==> config.mk <==
export PLATFORM = sky130hd
export DESIGN_NAME = fpc_top
export DESIGN_NICKNAME = d
export VERILOG_FILES = /design/src/logic/fpc_pkg.sv /design/src/logic/fpc_edge_if.sv /design/src/logic/fpc_sampler.sv /design/src/logic/fpc_top.sv
export SDC_FILE = /design/constraint.sdc
export NUM_CORES = 1
export LEC_CHECK = 0
export ABC_CLOCK_PERIOD_IN_PS = 8610
export BUFFER_PORTS_ARGS = -buffer_cell sky130_fd_sc_hd__clkbuf_2
export CAP_MARGIN = 20
export CELL_PAD_IN_SITES_DETAIL_PLACEMENT = 1
export CELL_PAD_IN_SITES_GLOBAL_PLACEMENT = 2
export CORE_MARGIN = 3
export CORE_UTILIZATION = 40
export CTS_CLUSTER_SIZE = 28
export DETAILED_ROUTE_END_ITERATION = 16
export PLACE_DENSITY = 0.92
export SYNTH_ARGS = -nofsm -noshare
export SYNTH_HDL_FRONTEND = slang
export SYNTH_SLANG_ARGS = --single-unit
export TNS_END_PERCENT = 10
==> constraint.sdc <==
create_clock -name sys_clk -period 8.61 [get_ports sys_clk]
set_clock_uncertainty 0.05 [all_clocks]
set_input_delay 0.861 -clock sys_clk [delete_from_list [all_inputs] [get_ports sys_clk]]
set_output_delay 0.861 -clock sys_clk [all_outputs]
set_load 0.05 [all_outputs]
==> src/logic/fpc_pkg.sv <==
// fpc_pkg: constants and types for the flow pulse input counter
// assumes a single system clock domain
package fpc_pkg;
	localparam int CNT_W = 32;
	// 18 bits so the 1 ms default period fits
	localparam int SPER_W = 18;
	// clock period in ps, used to turn times into cycle counts
	localparam int CLK_PERIOD_PS = 4000;
	// default flow sampling period: 1 ms, much faster than ordinary channels
	localparam int FLOW_SAMPLE_US = 1000;
	localparam int FLOW_SAMPLE_CYC = (FLOW_SAMPLE_US * 1000000) / CLK_PERIOD_PS;

	// pulse mode field encodings
	localparam logic [2:0] MODE_OFF = 3'h0;
	localparam logic [2:0] MODE_UNI = 3'h1;
	localparam logic [2:0] MODE_STATUS = 3'h2;
	localparam logic [2:0] MODE_BI_PD = 3'h3;
	localparam logic [2:0] MODE_BI_FR = 3'h4;
	localparam logic [2:0] MODE_BI_QUAD = 3'h5;

	localparam logic [31:0] CNT_RST = 32'h0000_0000;

	typedef enum logic [2:0] {
		FPC_ST_IDLE = 3'b001,
		FPC_ST_RUN = 3'b010,
		FPC_ST_CAPT = 3'b100
	} fpc_state_e;
endpackage

==> src/logic/fpc_edge_if.sv <==
// fpc_edge_if: carries sampled pin levels and edge strobes between modules
// assumes one producer (sampler) and one consumer (counter core)
`timescale 1ns/1ps
interface fpc_edge_if;
	logic [1:0] lvl;
	logic [1:0] prev;
	logic [1:0] rise;
	logic tick;
	modport src (output lvl, output prev, output rise, output tick);
	modport dst (input lvl, input prev, input rise, input tick);
endinterface

==> src/logic/fpc_sampler.sv <==
// fpc_sampler: synchronises the pin pair and samples it at the flow period
// assumes pins are asynchronous, closed reads as 1
`timescale 1ns/1ps
module fpc_sampler #(
	parameter int SPER_W = fpc_pkg::SPER_W
) (
	input wire logic sys_clk,
	input wire logic rstn,
	input wire logic [1:0] pin_in,
	input wire logic [SPER_W-1:0] sample_period,
	fpc_edge_if.src eo
);
	logic [1:0] sync1_ff;
	logic [1:0] sync2_ff;
	logic [1:0] samp_ff;
	logic [1:0] prev_ff;
	logic [1:0] rise_ff;
	logic tick_ff;
	logic [SPER_W-1:0] div_ff;
	wire div_done = (div_ff == '0);
	wire [SPER_W-1:0] nxt_div = div_done ? (sample_period - SPER_W'(1)) : (div_ff - SPER_W'(1));

	always_ff @(posedge sys_clk or negedge rstn) begin
		if (!rstn) begin
			sync1_ff <= 2'h0;
			sync2_ff <= 2'h0;
		end else begin
			sync1_ff <= pin_in;
			sync2_ff <= sync1_ff;
		end
	end

	always_ff @(posedge sys_clk or negedge rstn) begin
		if (!rstn) begin
			div_ff <= '0;
			tick_ff <= 1'b0;
		end else begin
			div_ff <= nxt_div;
			tick_ff <= div_done;
		end
	end

	// edges only compare successive period samples, so bounce inside a period is ignored
	always_ff @(posedge sys_clk or negedge rstn) begin
		if (!rstn) begin
			samp_ff <= 2'h0;
			prev_ff <= 2'h0;
			rise_ff <= 2'h0;
		end else if (div_done) begin
			prev_ff <= samp_ff;
			samp_ff <= sync2_ff;
			rise_ff <= sync2_ff & ~samp_ff;
		end
	end

	assign eo.lvl = samp_ff;
	assign eo.prev = prev_ff;
	assign eo.rise = rise_ff;
	assign eo.tick = tick_ff;
endmodule // fpc_sampler

==> src/logic/fpc_top.sv <==
// fpc_top: flow pulse input counter for one odd/even pulse input pair
// assumes configuration is static while counting; log_tick from the log timer
// Summary of operation
// - uni mode: each close edge counts one
// - counts per log period give volume
// - pins separately or jointly assignable
// - odd mode decides one or two pins
// - two-pin odd mode seizes the even pin
// - one function per pin at once
// - bi modes only from odd input
// - bi mode: both pins give direction
// - own fast configurable sampling period
// - even input offers reduced mode set
// - pulse-direction: odd pulses, even level direction
// - fwd/rev: odd forward, even reverse pulses
// - quadrature gray decode, net only
// - separate fwd/rev counters, net, or independent in pulse-direction only
`timescale 1ns/1ps
module fpc_top #(
	parameter int CNT_W = fpc_pkg::CNT_W,
	parameter int SPER_W = fpc_pkg::SPER_W,
	parameter int SPER_DEF = fpc_pkg::FLOW_SAMPLE_CYC
) (
	input wire logic sys_clk,
	input wire logic rstn,
	input wire logic [1:0] pulse_pin,
	input wire logic [2:0] odd_mode,
	input wire logic [2:0] even_mode,
	input wire logic store_indep,
	input wire logic [SPER_W-1:0] sample_period,
	input wire logic log_tick,
	output logic [CNT_W-1:0] odd_data_ff,
	output logic [CNT_W-1:0] even_data_ff,
	output logic data_valid_ff,
	output logic even_seized_ff,
	output logic cfg_err_ff,
	output logic [1:0] status_lvl_ff
);
	fpc_edge_if eif ();
	fpc_pkg::fpc_state_e state_ff;
	fpc_pkg::fpc_state_e nxt_state;
	logic [CNT_W-1:0] fwd_ff;
	logic [CNT_W-1:0] rev_ff;
	logic [CNT_W-1:0] even_uni_ff;

	// zero period would wrap the divider to 2^18 clocks per sample; fall back to default
	wire [SPER_W-1:0] sper_eff = (sample_period == '0) ? SPER_W'(SPER_DEF) : sample_period;

	fpc_sampler #(.SPER_W(SPER_W)) u_samp (
		.sys_clk(sys_clk),
		.rstn(rstn),
		.pin_in(pulse_pin),
		.sample_period(sper_eff),
		.eo(eif)
	);

	// pin allocation
	wire odd_bi = (odd_mode == fpc_pkg::MODE_BI_PD) || (odd_mode == fpc_pkg::MODE_BI_FR)
		|| (odd_mode == fpc_pkg::MODE_BI_QUAD);
	wire seize = odd_bi;
	wire even_bad = (even_mode != fpc_pkg::MODE_OFF) && (even_mode != fpc_pkg::MODE_UNI)
		&& (even_mode != fpc_pkg::MODE_STATUS);
	wire odd_bad = (odd_mode > fpc_pkg::MODE_BI_QUAD);
	// a seized even pin ignores its own mode entirely
	wire even_uni = !seize && !even_bad && (even_mode == fpc_pkg::MODE_UNI);
	wire even_stat = !seize && (even_mode == fpc_pkg::MODE_STATUS);
	wire odd_uni = (odd_mode == fpc_pkg::MODE_UNI);
	wire odd_stat = (odd_mode == fpc_pkg::MODE_STATUS);

	// per-sample count events
	wire [1:0] q_prev = eif.prev;
	wire [1:0] q_cur = eif.lvl;
	wire q_step = eif.tick && (q_prev != q_cur);
	// forward 00,01,11,10: pin0 (odd) is the high bit of the pair code
	wire [1:0] code_prev = {q_prev[0], q_prev[1]};
	wire [1:0] code_cur = {q_cur[0], q_cur[1]};
	function automatic logic [1:0] gray_nxt(input logic [1:0] c);
		case (c)
			2'b00: gray_nxt = 2'b01;
			2'b01: gray_nxt = 2'b11;
			2'b11: gray_nxt = 2'b10;
			default: gray_nxt = 2'b00;
		endcase
	endfunction
	wire q_fwd = q_step && (code_cur == gray_nxt(code_prev));
	wire q_rev = q_step && (code_prev == gray_nxt(code_cur));

	wire odd_rise = eif.tick && eif.rise[0];
	wire even_rise = eif.tick && eif.rise[1];
	wire inc_fwd = (odd_uni && odd_rise)
		|| (odd_mode == fpc_pkg::MODE_BI_PD && odd_rise && !eif.lvl[1])
		|| (odd_mode == fpc_pkg::MODE_BI_FR && odd_rise)
		|| (odd_mode == fpc_pkg::MODE_BI_QUAD && q_fwd);
	wire inc_rev = (odd_mode == fpc_pkg::MODE_BI_PD && odd_rise && eif.lvl[1])
		|| (odd_mode == fpc_pkg::MODE_BI_FR && even_rise)
		|| (odd_mode == fpc_pkg::MODE_BI_QUAD && q_rev);
	wire inc_even = even_uni && even_rise;

	wire capt = (state_ff == fpc_pkg::FPC_ST_RUN) && log_tick;
	always_comb begin
		nxt_state = state_ff;
		case (state_ff)
			fpc_pkg::FPC_ST_IDLE: nxt_state = fpc_pkg::FPC_ST_RUN;
			fpc_pkg::FPC_ST_RUN: if (log_tick) begin
				nxt_state = fpc_pkg::FPC_ST_CAPT;
			end
			fpc_pkg::FPC_ST_CAPT: nxt_state = fpc_pkg::FPC_ST_RUN;
			default: nxt_state = fpc_pkg::FPC_ST_IDLE;
		endcase
	end

	// counts arriving on the boundary cycle go into the next period, never lost
	wire [CNT_W-1:0] nxt_fwd = (capt ? '0 : fwd_ff) + CNT_W'(inc_fwd);
	wire [CNT_W-1:0] nxt_rev = (capt ? '0 : rev_ff) + CNT_W'(inc_rev);
	wire [CNT_W-1:0] nxt_evu = (capt ? '0 : even_uni_ff) + CNT_W'(inc_even);
	wire quad_net = (odd_mode == fpc_pkg::MODE_BI_QUAD) || (odd_mode == fpc_pkg::MODE_BI_FR);
	wire indep = store_indep && (odd_mode == fpc_pkg::MODE_BI_PD);
	wire [CNT_W-1:0] net_val = fwd_ff - rev_ff;
	wire [CNT_W-1:0] odd_val = (odd_bi && !indep) || (odd_bi && quad_net) ? net_val : fwd_ff;
	wire [CNT_W-1:0] even_val = indep ? rev_ff : (even_uni ? even_uni_ff : '0);

	always_ff @(posedge sys_clk or negedge rstn) begin
		if (!rstn) begin
			state_ff <= fpc_pkg::FPC_ST_IDLE;
			fwd_ff <= fpc_pkg::CNT_RST;
			rev_ff <= fpc_pkg::CNT_RST;
			even_uni_ff <= fpc_pkg::CNT_RST;
		end else begin
			state_ff <= nxt_state;
			fwd_ff <= nxt_fwd;
			rev_ff <= nxt_rev;
			even_uni_ff <= nxt_evu;
		end
	end

	always_ff @(posedge sys_clk or negedge rstn) begin
		if (!rstn) begin
			odd_data_ff <= fpc_pkg::CNT_RST;
			even_data_ff <= fpc_pkg::CNT_RST;
			data_valid_ff <= 1'b0;
		end else begin
			data_valid_ff <= capt;
			if (capt) begin
				odd_data_ff <= odd_val;
				even_data_ff <= even_val;
			end
		end
	end

	always_ff @(posedge sys_clk or negedge rstn) begin
		if (!rstn) begin
			even_seized_ff <= 1'b0;
			cfg_err_ff <= 1'b0;
			status_lvl_ff <= 2'h0;
		end else begin
			even_seized_ff <= seize;
			cfg_err_ff <= odd_bad || (!seize && even_bad);
			status_lvl_ff <= {even_stat & eif.lvl[1], odd_stat & eif.lvl[0]};
		end
	end
endmodule // fpc_top

==> results of run 1 <==
==> layer usage <==
metal | part of all wire | up-vias
met2 | 0.46 | 146
li1 | - | 4453
met5 | 0 | -
met1 | 0.49 | 4563
met4 | 0.012 | 0
met3 | 0.039 | 26
==> cells in the mapped netlist (9+ instances only) <==
cell      instances
inv_1            47
a221oi_1         32
dfrtp_1         196
nand2_1         122
o21ai_0          64
nor2_1          193
or3_1            18
ha_1             38
clkbuf_1         51
nor2b_1           9
nor4_1           11
xor2_1           44
nand3_1          47
and3_1           23
nand2b_1         12
xnor2_1          69
nor3_1           27
nand4_1          21
a21o_1           12
a21oi_1          95
==> cell type report <==
type | count | area (µm²)
clock buffer | 17 | 425
clock inverter | 15 | 203
fill | 3145 | 14100
inverter | 47 | 179
multi-input combinational | 935 | 5630
sequential | 197 | 4930
tap | 335 | 419
timing repair buffer | 108 | 572
==> power breakdown <==
part / switching (mW) / internal, mW
logic: 1.08 / 0.412
clock network: 0.425 / 0.426
registers: 0.133 / 1.12
total: 1.64 / 1.96
==> critical path, delay by kind of cell <==
| family | cells | cell delay (ps) |
|---|---|---|
| AOI/OAI and AO/OA | 1 | 170 |
| adders and majority gates | 1 | 190 |
| and+or+nand+nor | 10 | 2850 |
| buffers and inverters | 2 | 500 |
==> sequential cells by signal, summed over array words and instances (netlist names) <==
name / cells
even_uni_ff: 32
cfg_err_ff: 1
data_valid_ff: 1
u_samp.eo.lvl: 2
state_ff: 3
u_samp.eo.prev: 2
fwd_ff: 32
u_samp.eo.tick: 1
odd_data_ff: 32
u_samp.sync2_ff: 2
rev_ff: 32
even_data_ff: 32
u_samp.eo.rise: 2
even_seized_ff: 1
u_samp.div_ff: 18
status_lvl_ff: 2
u_samp.sync1_ff: 2
==> logic make-up after synthesis <==
logic type,count (synthesis)
adders and majority gates,39
buffers and inverters,101
xor gates and xnor gates,113
AOI/OAI and AO/OA,260
muxes,3
DFF,197
and+or+nand+nor,520
==> metrics by stage <==
| stage | util | std cells | instance area (µm²) | power (mW) |
|---|---|---|---|---|
| CTS | 0.468 | 1653 | 12400 | 3.63 |
| finish | 0.468 | 1654 | 12400 | 3.59 |
| detailed placement | 0.444 | 1621 | 11700 | 2.77 |
| floorplan | - | 1233 | 10900 | 2.36 |
| global route | 0.468 | 1654 | 12400 | 3.80 |
| global placement | 0.444 | 1621 | 11700 | 2.74 |
==> how the worst max path moves through the flow <==
| stage | startpoint | end | slack (ps) | cells past startpoint |
|---|---|---|---|---|
| floorplan | odd_mode[1] | even_uni_ff[25] | 4340 | 14 |
| global placement | odd_mode[1] | even_uni_ff[25] | 3990 | 15 |
| detailed placement | odd_mode[1] | even_uni_ff[27] | 3870 | 15 |
| CTS | odd_mode[1] | even_uni_ff[29] | 4360 | 14 |
| global route | odd_mode[1] | even_uni_ff[31] | 3890 | 15 |
| finish | odd_mode[1] | even_uni_ff[29] | 4340 | 14 |
==> impl_metrics.json, run 1 <==
{
  "status": "finished clean",
  "synth_compound_area_frac": 0.149,
  "yosysTopAreaCell": "dfrtp_1",
  "ys_ff_latch": 197,
  "coreArea_um2": 26400,
  "yosys_warnings": 0,
  "synth_ff_type": "dfrtp_1",
  "crit_type": "in2reg",
  "grt_pass1_wl_um": 50300,
  "clk_path_buf_depth": 2,
  "cp_cell_sequence": "clkbuf_2 > nand2b_1 > nand2_1 > nor4b_2 > buf_4 > and3_1 > ha_1 > nand2_1 > nor4_1 > nand2b_1 > nor3_1 > nand3_1 > or3_1 > a21oi_1",
  "hold_path_startpoint": "u_samp.sync1_ff[1]",
  "gr-total-overflow": 0,
  "layout-drive-gt1-share": 0.119,
  "numPortBuffers": 98,
  "r2r-end": "fwd_ff[29]",
  "layout_common_cells": "196 x dfrtp_1, 193 x nor2_1, 122 x nand2_1, 97 x clkbuf_2, 95 x a21oi_1",
  "layout_commonest_cell": "dfrtp_1",
  "synth_nets": 1302,
  "vias_per_cell": 5.56,
  "cellLeakagePower_nw": 5.66,
  "io-pin-count": 99,
  "relSlewSlack": 0.354,
  "syn_area_um2": 10900,
  "path_max_fanout": 33,
  "async_reset_ff_frac": 1.00,
  "cts_tree": "done",
  "synth-adder-area-share": 0.0454,
  "gr-usage-met1": 0.303,
  "num_antenna_cells": 0,
  "grt_use_met2": 0.339,
  "synthMuxAreaShare": 0.00275,
  "post_cts_buffers": 0,
  "use_met3": 0.0361,
  "root_buffer": "clkbuf_16",
  "tns_ps": 0,
  "ff2ff_setup_slack_ps": 4440,
  "drc": 0,
  "cts.clk_slew.worst_paths_ps": 90,
  "clk_latency_ps": 450,
  "start_util": 0.413,
  "setup_slack_ps": 4340,
  "vias": 9188,
  "period_needed_ps": 4270,
  "yosysSeqAreaShare": 0.452,
  "worstSetupStartpointType": "input port",
  "max_cap_viol_count": 0,
  "crit_arrival_ps": 4590,
  "rr_worst_depth": 12,
  "detail-route-antenna-nets": 0,
  "synth-simple-area-share": 0.226,
  "wl_per_cell_um": 18.5,
  "hold_buffers": 0,
  "synthCells": 1233,
  "nNetsFinal": 1375,
  "dr.pass1.iters": 4,
  "synth_top_family_by_area": "simple AND/OR/NAND/NOR gates",
  "num_rows": 59,
  "synth.avg_cell_area_um2": 8.86,
  "die_h_um": 171,
  "die-width_um": 171,
  "slowest_stage": "nor3_1",
  "ir_drop_v": 0.000147,
  "die_area_um2": 29300,
  "wl_um": 30500,
  "holdWs_ps": 316,
  "holdPathStages": 0,
  "finalCritPeriodShare": 0.496,
  "ys_top_cells_by_area": "dfrtp_1 45%, nor2_1 6.6%, xnor2_1 5.5%",
  "h-tree-depth": 4,
  "first_iter_violations": 509,
  "endpoint_kind": "flop",
  "rsz0062_at_grt": "false",
  "min_path_type": "reg2reg",
  "areaGrowthSynthToFinish_pct": 13.2,
  "critPathMaxStageDelay_ps": 470,
  "synth_top_area_share": 0.449,
  "finalWeightedCongestion": 0.873,
  "numCtsBuffers": 17,
  "fmaxAchievable_mhz": 234,
  "synthXorXnorAreaFrac": 0.0906,
  "finalHoldViolCount": 0,
  "grt_pass1_vias": 9605,
  "setup_viol": 0,
  "cts.repair.resized": 0,
  "required_ps": 8930,
  "dp.final_hpwl_um": 21600,
  "regToRegStartpoint": "state_ff[0]",
  "grt_max_degree": 84,
  "synth_edf_count": 0,
  "busiest_layer": "met2",
  "place_ws_ps": 3870,
  "worst_pin_slew_ps": 962,
  "power_density_nw_per_um2": 291,
  "cts_num_sinks": 197,
  "yosysUniqueCellTypes": 65,
  "drv_slew": 0,
  "hold_path_end": "u_samp.sync2_ff[1]",
  "track_usage": 0.213,
  "antenna_found_initial": 0
}
No activity file was read; power rests on OpenSTA's default activity.
==> run 2: changes to the inputs <==
--- a/config.mk
+++ b/config.mk
@@ -5,16 +5,16 @@
 export SDC_FILE = /design/constraint.sdc
 export NUM_CORES = 1
 export LEC_CHECK = 0
-export ABC_CLOCK_PERIOD_IN_PS = 8610
+export ABC_CLOCK_PERIOD_IN_PS = 3600
 export BUFFER_PORTS_ARGS = -buffer_cell sky130_fd_sc_hd__clkbuf_2
 export CAP_MARGIN = 20
 export CELL_PAD_IN_SITES_DETAIL_PLACEMENT = 1
 export CELL_PAD_IN_SITES_GLOBAL_PLACEMENT = 2
 export CORE_MARGIN = 3
-export CORE_UTILIZATION = 40
+export CORE_UTILIZATION = 34
 export CTS_CLUSTER_SIZE = 28
 export DETAILED_ROUTE_END_ITERATION = 16
-export PLACE_DENSITY = 0.92
+export PLACE_DENSITY = 0.84
 export SYNTH_ARGS = -nofsm -noshare
 export SYNTH_HDL_FRONTEND = slang
 export SYNTH_SLANG_ARGS = --single-unit
==> constraint.sdc (replaced) <==
create_clock -name sys_clk -period 3.6 [get_ports sys_clk]
set_clock_uncertainty 0.05 [all_clocks]
set_input_delay 0.36 -clock sys_clk [delete_from_list [all_inputs] [get_ports sys_clk]]
set_output_delay 0.36 -clock sys_clk [all_outputs]
set_load 0.05 [all_outputs]
==> run 2 against run 1 <==
Against the previous run: critical path depth decreased by 1; combinational power increased by 140%; hold slack got worse by 250 ps; global-route usage decreased by 2.6 points; sequential share of layout area decreased by 1.1 points; worst setup slack got worse by 4000 ps; largest cell class unchanged.
==> impl_metrics.json, run 2 (same netlist as run 1, synthesis figures left out) <==
{
  "status": "finished clean",
  "track_usage": 0.186,
  "wl_um": 31100,
  "power_mw": 8.65,
  "wl_per_cell_um": 17.8,
  "cp_num_buf_inv": 0,
  "drc": 0,
  "clk_latency_ps": 450,
  "io-pin-count": 99,
  "first_iter_violations": 495,
  "finalWeightedCongestion": 0.875,
  "rsz0062_at_grt": "false",
  "cts_tree": "done",
  "power_density_nw_per_um2": 681,
  "critPathMaxStageDelay_ps": 620,
  "die-width_um": 185,
  "grt_max_degree": 140,
  "setup_slack_ps": 345,
  "detail-route-antenna-nets": 0,
  "grt_pass1_wl_um": 51300,
  "ir_drop_v": 0.000271,
  "endpoint_kind": "flop",
  "drv_slew": 0,
  "period_needed_ps": 3250,
  "clk_path_buf_depth": 2,
  "required_ps": 3860,
  "numPortBuffers": 98,
  "cp_top_family": "simple AND/OR/NAND/NOR gates",
  "crit_arrival_ps": 3510,
  "cellLeakagePower_nw": 5.81,
  "die_area_um2": 34300,
  "nNetsFinal": 1405,
  "worst_pin_slew_ps": 799,
  "finalHoldViolCount": 0,
  "cts.clk_slew.worst_paths_ps": 80,
  "dp.final_hpwl_um": 22400,
  "max_cap_viol_count": 0,
  "slowest_stage": "or4_1",
  "crit_top_cell": "nand2_1",
  "antenna_found_initial": 0,
  "num_antenna_cells": 0,
  "vias_per_cell": 5.33,
  "areaGrowthSynthToFinish_pct": 16.3,
  "vias": 9301,
  "finalCritPeriodShare": 0.904,
  "path_max_fanout": 7,
  "min_path_type": "in2reg",
  "layout_commonest_cell": "dfrtp_1",
  "worstSetupStartpointType": "flop",
  "die_h_um": 185,
  "root_buffer": "clkbuf_16",
  "gr-total-overflow": 0,
  "numCtsBuffers": 17,
  "coreArea_um2": 31100,
  "cp_cell_sequence": "a21oi_1 > nand2_1 > o21ai_0 > a22oi_1 > nor2b_1 > ha_1 > nand2_1 > or4_1 > or2_2 > nor3_2 > nand3_1 > xor2_1 > nor2_1",
  "h-tree-depth": 4,
  "start_util": 0.351,
  "num_rows": 64,
  "place_ws_ps": -55.0,
  "layout_common_cells": "196 x dfrtp_1, 192 x nor2_1, 122 x nand2_1, 97 x clkbuf_2, 95 x a21oi_1",
  "relSlewSlack": 0.468,
  "layout-drive-gt1-share": 0.139,
  "cts_num_sinks": 197,
  "setup_viol": 0,
  "grt_pass1_vias": 9629,
  "crit_type": "reg2reg",
  "fmaxAchievable_mhz": 307,
  "dr.pass1.iters": 4
}
run 2: cell count changes in the layout (fill, tap and decap cells not counted), moves of 3 or more:
cell           previous run  this run
buf_4                     9        35
clkinv_8                  4         0
dlygate4sd3_1             0         3
inv_6                     2         5
run 2: where the power goes:
part	leakage [nW]	switching [mW]	internal (mW)
combinational	2.92	2.58	1.05
clock	0.301	0.950	1.09
sequential	2.60	0.316	2.67
total	5.81	3.85	4.81
run 2: final cells by class:
| cell class | count | area (µm²) |
|---|---|---|
| Clock buffer | 19 | 453 |
| Clock inverter | 13 | 155 |
| Fill cell | 3671 | 18400 |
| Inverter | 47 | 179 |
| Multi-Input combinational cell | 935 | 5660 |
| Sequential cell | 197 | 4930 |
| Tap cell | 396 | 495 |
| Timing Repair Buffer | 138 | 832 |
run 2: final timing paths:
check | startpoint | to | slack (ps) | cells past startpoint
min in group asynchronous | rstn | even_uni_ff[8] | 500 | 2
min | even_mode[0] | status_lvl_ff[1] | 60 | 2
max | u_samp.eo.lvl[1] | fwd_ff[31] | 350 | 13
min reg2reg | u_samp.sync1_ff[0] | u_samp.sync2_ff[0] | 300 | 0
max in group asynchronous | rstn | fwd_ff[28] | 2070 | 3
max reg2reg | u_samp.eo.lvl[1] | fwd_ff[31] | 350 | 13
run 2: metrics by stage:
stage	instances	util	hold slack (ps)	area [µm²]	TNS (ps)
detailed placement	1710	0.387	288	12000	-136
global placement	1710	0.387	288	12000	0
floorplan	1233	-	14.4	10900	0
finish	1745	0.408	62.3	12700	0
global route	1745	0.408	69.4	12700	0
CTS	1745	0.407	55.3	12700	0
run 2: timing repair:
action / 4_1_cts / 5_1_grt
resized for setup: 0 / 4
endpoints found under the setup margin: 0 / 9
endpoints found under the hold margin: 74 / 0
hold buffers: 3 / 0
setup buffers: 0 / 0
run 2: per-layer routing:
metal  up-vias  wire, µm  global-route usage
li1       4508         -                   -
met1      4626     15300               0.262
met2       145     14100               0.298
met3        22      1390              0.0399
met4         0       305              0.0399
met5         -         0                   0
==> run 3: changes to the inputs <==
--- a/config.mk
+++ b/config.mk
@@ -17,5 +17,6 @@
 export PLACE_DENSITY = 0.84
 export SYNTH_ARGS = -nofsm -noshare
 export SYNTH_HDL_FRONTEND = slang
+export SYNTH_HIERARCHICAL = 1
 export SYNTH_SLANG_ARGS = --single-unit
 export TNS_END_PERCENT = 10
==> constraint.sdc (replaced) <==
create_clock -name sys_clk -period 3.6 [get_ports sys_clk]
set_clock_uncertainty 0.05 [all_clocks]
set_input_delay 0.36 -clock sys_clk [delete_from_list [all_inputs] [get_ports sys_clk]]
set_output_delay 0.36 -clock sys_clk [all_outputs]
set_load 0.005 [all_outputs]
==> run 3 against run 2 <==
Against the previous run: via count is 5.3% higher; total power is 10% lower; clock-buffer cell count stayed put; final area is 3.4% higher; worst setup slack worse by 110 ps; critical path type unchanged; largest power group is now sequential cells; highest routed layer unchanged.
==> impl_metrics.json, run 3 <==
{
  "status": "finished clean",
  "crit_type": "reg2reg",
  "synth_compound_area_frac": 0.158,
  "layout_common_cells": "196 x dfrtp_1, 193 x nor2_1, 142 x nand2_1, 97 x clkbuf_2, 90 x a21oi_1",
  "gr-total-overflow": 0,
  "min_path_type": "in2reg",
  "period_needed_ps": 3370,
  "n_fill_cell": 3899,
  "numCtsBuffers": 17,
  "place_ws_ps": -55.6,
  "yosysTopAreaCell": "dfrtp_1",
  "wl_per_cell_um": 18.2,
  "setup_viol": 0,
  "layout-drive-gt1-share": 0.152,
  "num_rows": 66,
  "yosysSeqAreaShare": 0.435,
  "die-width_um": 189,
  "synth_nets": 1363,
  "fmaxAchievable_mhz": 297,
  "grt_max_degree": 88,
  "numPortBuffers": 98,
  "yosys_warnings": 6,
  "synthXorXnorAreaFrac": 0.0826,
  "first_iter_violations": 521,
  "drc": 0,
  "ff2ff_setup_slack_ps": 230,
  "root_buffer": "clkbuf_16",
  "nNetsFinal": 1461,
  "syn_area_um2": 11300,
  "layout.cells.non_filler": 1848,
  "wl_um": 33700,
  "power_density_nw_per_um2": 591,
  "areaGrowthSynthToFinish_pct": 15.8,
  "rsz0062_at_grt": "false",
  "detail-route-antenna-nets": 0,
  "ys_ff_latch": 197,
  "synth-simple-area-share": 0.236,
  "grt_pass1_wl_um": 55600,
  "path_max_fanout": 5,
  "finalWeightedCongestion": 0.861,
  "antenna_found_initial": 0,
  "rr_worst_depth": 12,
  "required_ps": 3930,
  "cts.clk_slew.worst_paths_ps": 70,
  "crit_arrival_ps": 3700,
  "cts_num_sinks": 197,
  "max_cap_viol_count": 0,
  "finalCritPeriodShare": 0.935,
  "synth_top_family_by_area": "simple AND/OR/NAND/NOR gates",
  "setup_slack_ps": 234,
  "critPathMaxStageDelay_ps": 620,
  "post_cts_buffers": 0,
  "yosys.cell_count.top_type": "dfrtp_1",
  "synthTopCellsByCount": "196 x dfrtp_1, 193 x nor2_1, 142 x nand2_1",
  "track_usage": 0.194,
  "drv_slew": 0,
  "die_area_um2": 35600,
  "finalCoreUtilization": 0.402,
  "clk_latency_ps": 460,
  "synth.avg_cell_area_um2": 8.77,
  "vias_per_cell": 5.30,
  "crit_top_cell": "nand3_2",
  "dr.pass1.iters": 6,
  "die_h_um": 189,
  "grt_pass1_vias": 10300,
  "coreArea_um2": 32700,
  "synth_top_area_share": 0.432,
  "ys_top_cells_by_area": "dfrtp_1 43%, nor2_1 6.4%, xnor2_1 4.9%",
  "cellLeakagePower_nw": 5.96,
  "worstSetupStartpointType": "flop",
  "yosysUniqueCellTypes": 83,
  "synth_edf_count": 0,
  "ir_drop_v": 0.000379,
  "async_reset_ff_frac": 1.00,
  "dp.final_hpwl_um": 24600,
  "io-pin-count": 99,
  "dp_cells": 1812,
  "synth-adder-area-share": 0.0437,
  "tns_ps": 0,
  "h-tree-depth": 4,
  "layout_commonest_cell": "dfrtp_1",
  "endpoint_kind": "flop",
  "relSlewSlack": 0.403,
  "clk_path_buf_depth": 2,
  "cp_cell_sequence": "xor2_1 > or4b_2 > a21boi_1 > ha_1 > nand3_1 > or3_4 > nor2_4 > nand3_2 > nor3_2 > nand3_2 > or3_1 > a21oi_1",
  "cts_tree": "done",
  "start_util": 0.347,
  "finalHoldViolCount": 0,
  "synthCells": 1294,
  "slowest_stage": "or4b_2",
  "synth_ff_type": "dfrtp_1",
  "vias": 9792,
  "synthMuxAreaShare": 0.00364,
  "worst_pin_slew_ps": 887,
  "holdPathStages": 2
}
[run 3: changes by cell type after synthesis, moves of 6 or more]
cell | before | now
a31oi_1 | 8 | 15
clkbuf_1 | 51 | 57
nand2_1 | 122 | 142
nand2b_1 | 12 | 3
o211ai_1 | 2 | 10
o21a_1 | 7 | 13
o21ai_0 | 64 | 54
o21bai_1 | 3 | 9
[run 3: logic make-up (layout without fill, tap and decap cells)]
kind of cell,after synthesis,in the layout
AOI/OAI and AO/OA,274,274
xor gates and xnor gates,107,107
adders and majority gates,39,39
buffers and inverters,117,228
DFF,197,197
muxes,4,4
other,0,1
and+or+nand+nor,556,556
[run 3: final cells by class]
class | count | area [µm²] | area share
antenna | 1 | 2.50 | 0.000190
timing repair buffer | 143 | 857 | 0.0652
clock buffer | 19 | 443 | 0.0337
inverter | 53 | 203 | 0.0154
sequential | 197 | 4930 | 0.375
tap | 442 | 553 | 0.0421
clock inverter | 13 | 168 | 0.0128
multi-input combinational | 980 | 5980 | 0.455
[run 3: layer usage]
metal,wire length (µm),track usage
met5,0,0
met3,1250,0.0370
met1,16900,0.279
met4,320,0.0390
met2,15300,0.305
[run 3: what timing repair did]
action                                 CTS  global route
resized for setup                        0             1
endpoints found under the hold margin   87             0
hold buffers                             3             0
setup endpoints to repair                0             2
[run 3: power by group]
group	internal [mW]	switching (mW)
logic	1.12	1.52
registers	2.70	0.368
clock network	1.12	0.933
[run 3: final timing paths]
path	startpoint	to
max in group asynchronous	rstn	state_ff[0]
min in group asynchronous	rstn	even_data_ff[23]
setup / recovery	u_samp/eo.lvl[0]	fwd_ff[31]
hold reg to reg	u_samp/sync1_ff[1]	u_samp/sync2_ff[1]
setup reg to reg	u_samp/eo.lvl[0]	fwd_ff[31]
hold / removal	even_mode[0]	status_lvl_ff[1]
[run 3: stage by stage]
step | area [µm²] | hold WS, ps | total power [mW]
after CTS | 13100 | 30.0 | 7.88
after floorplan | 11400 | 14.4 | 4.70
after detailed placement | 12500 | 286 | 5.78
after global routing | 13100 | 57.0 | 8.35
final | 13100 | 53.6 | 7.77
after global placement | 12500 | 284 | 5.70
[run 3: critical path: cells and delay by family, from the launching register on]
kind	cells	cell delay, ps
AOI/OAI and AO/OA	2	350
xor gates and xnor gates	1	180
adders and majority gates	1	190
DFF	1	430
and+or+nand+nor	8	2100
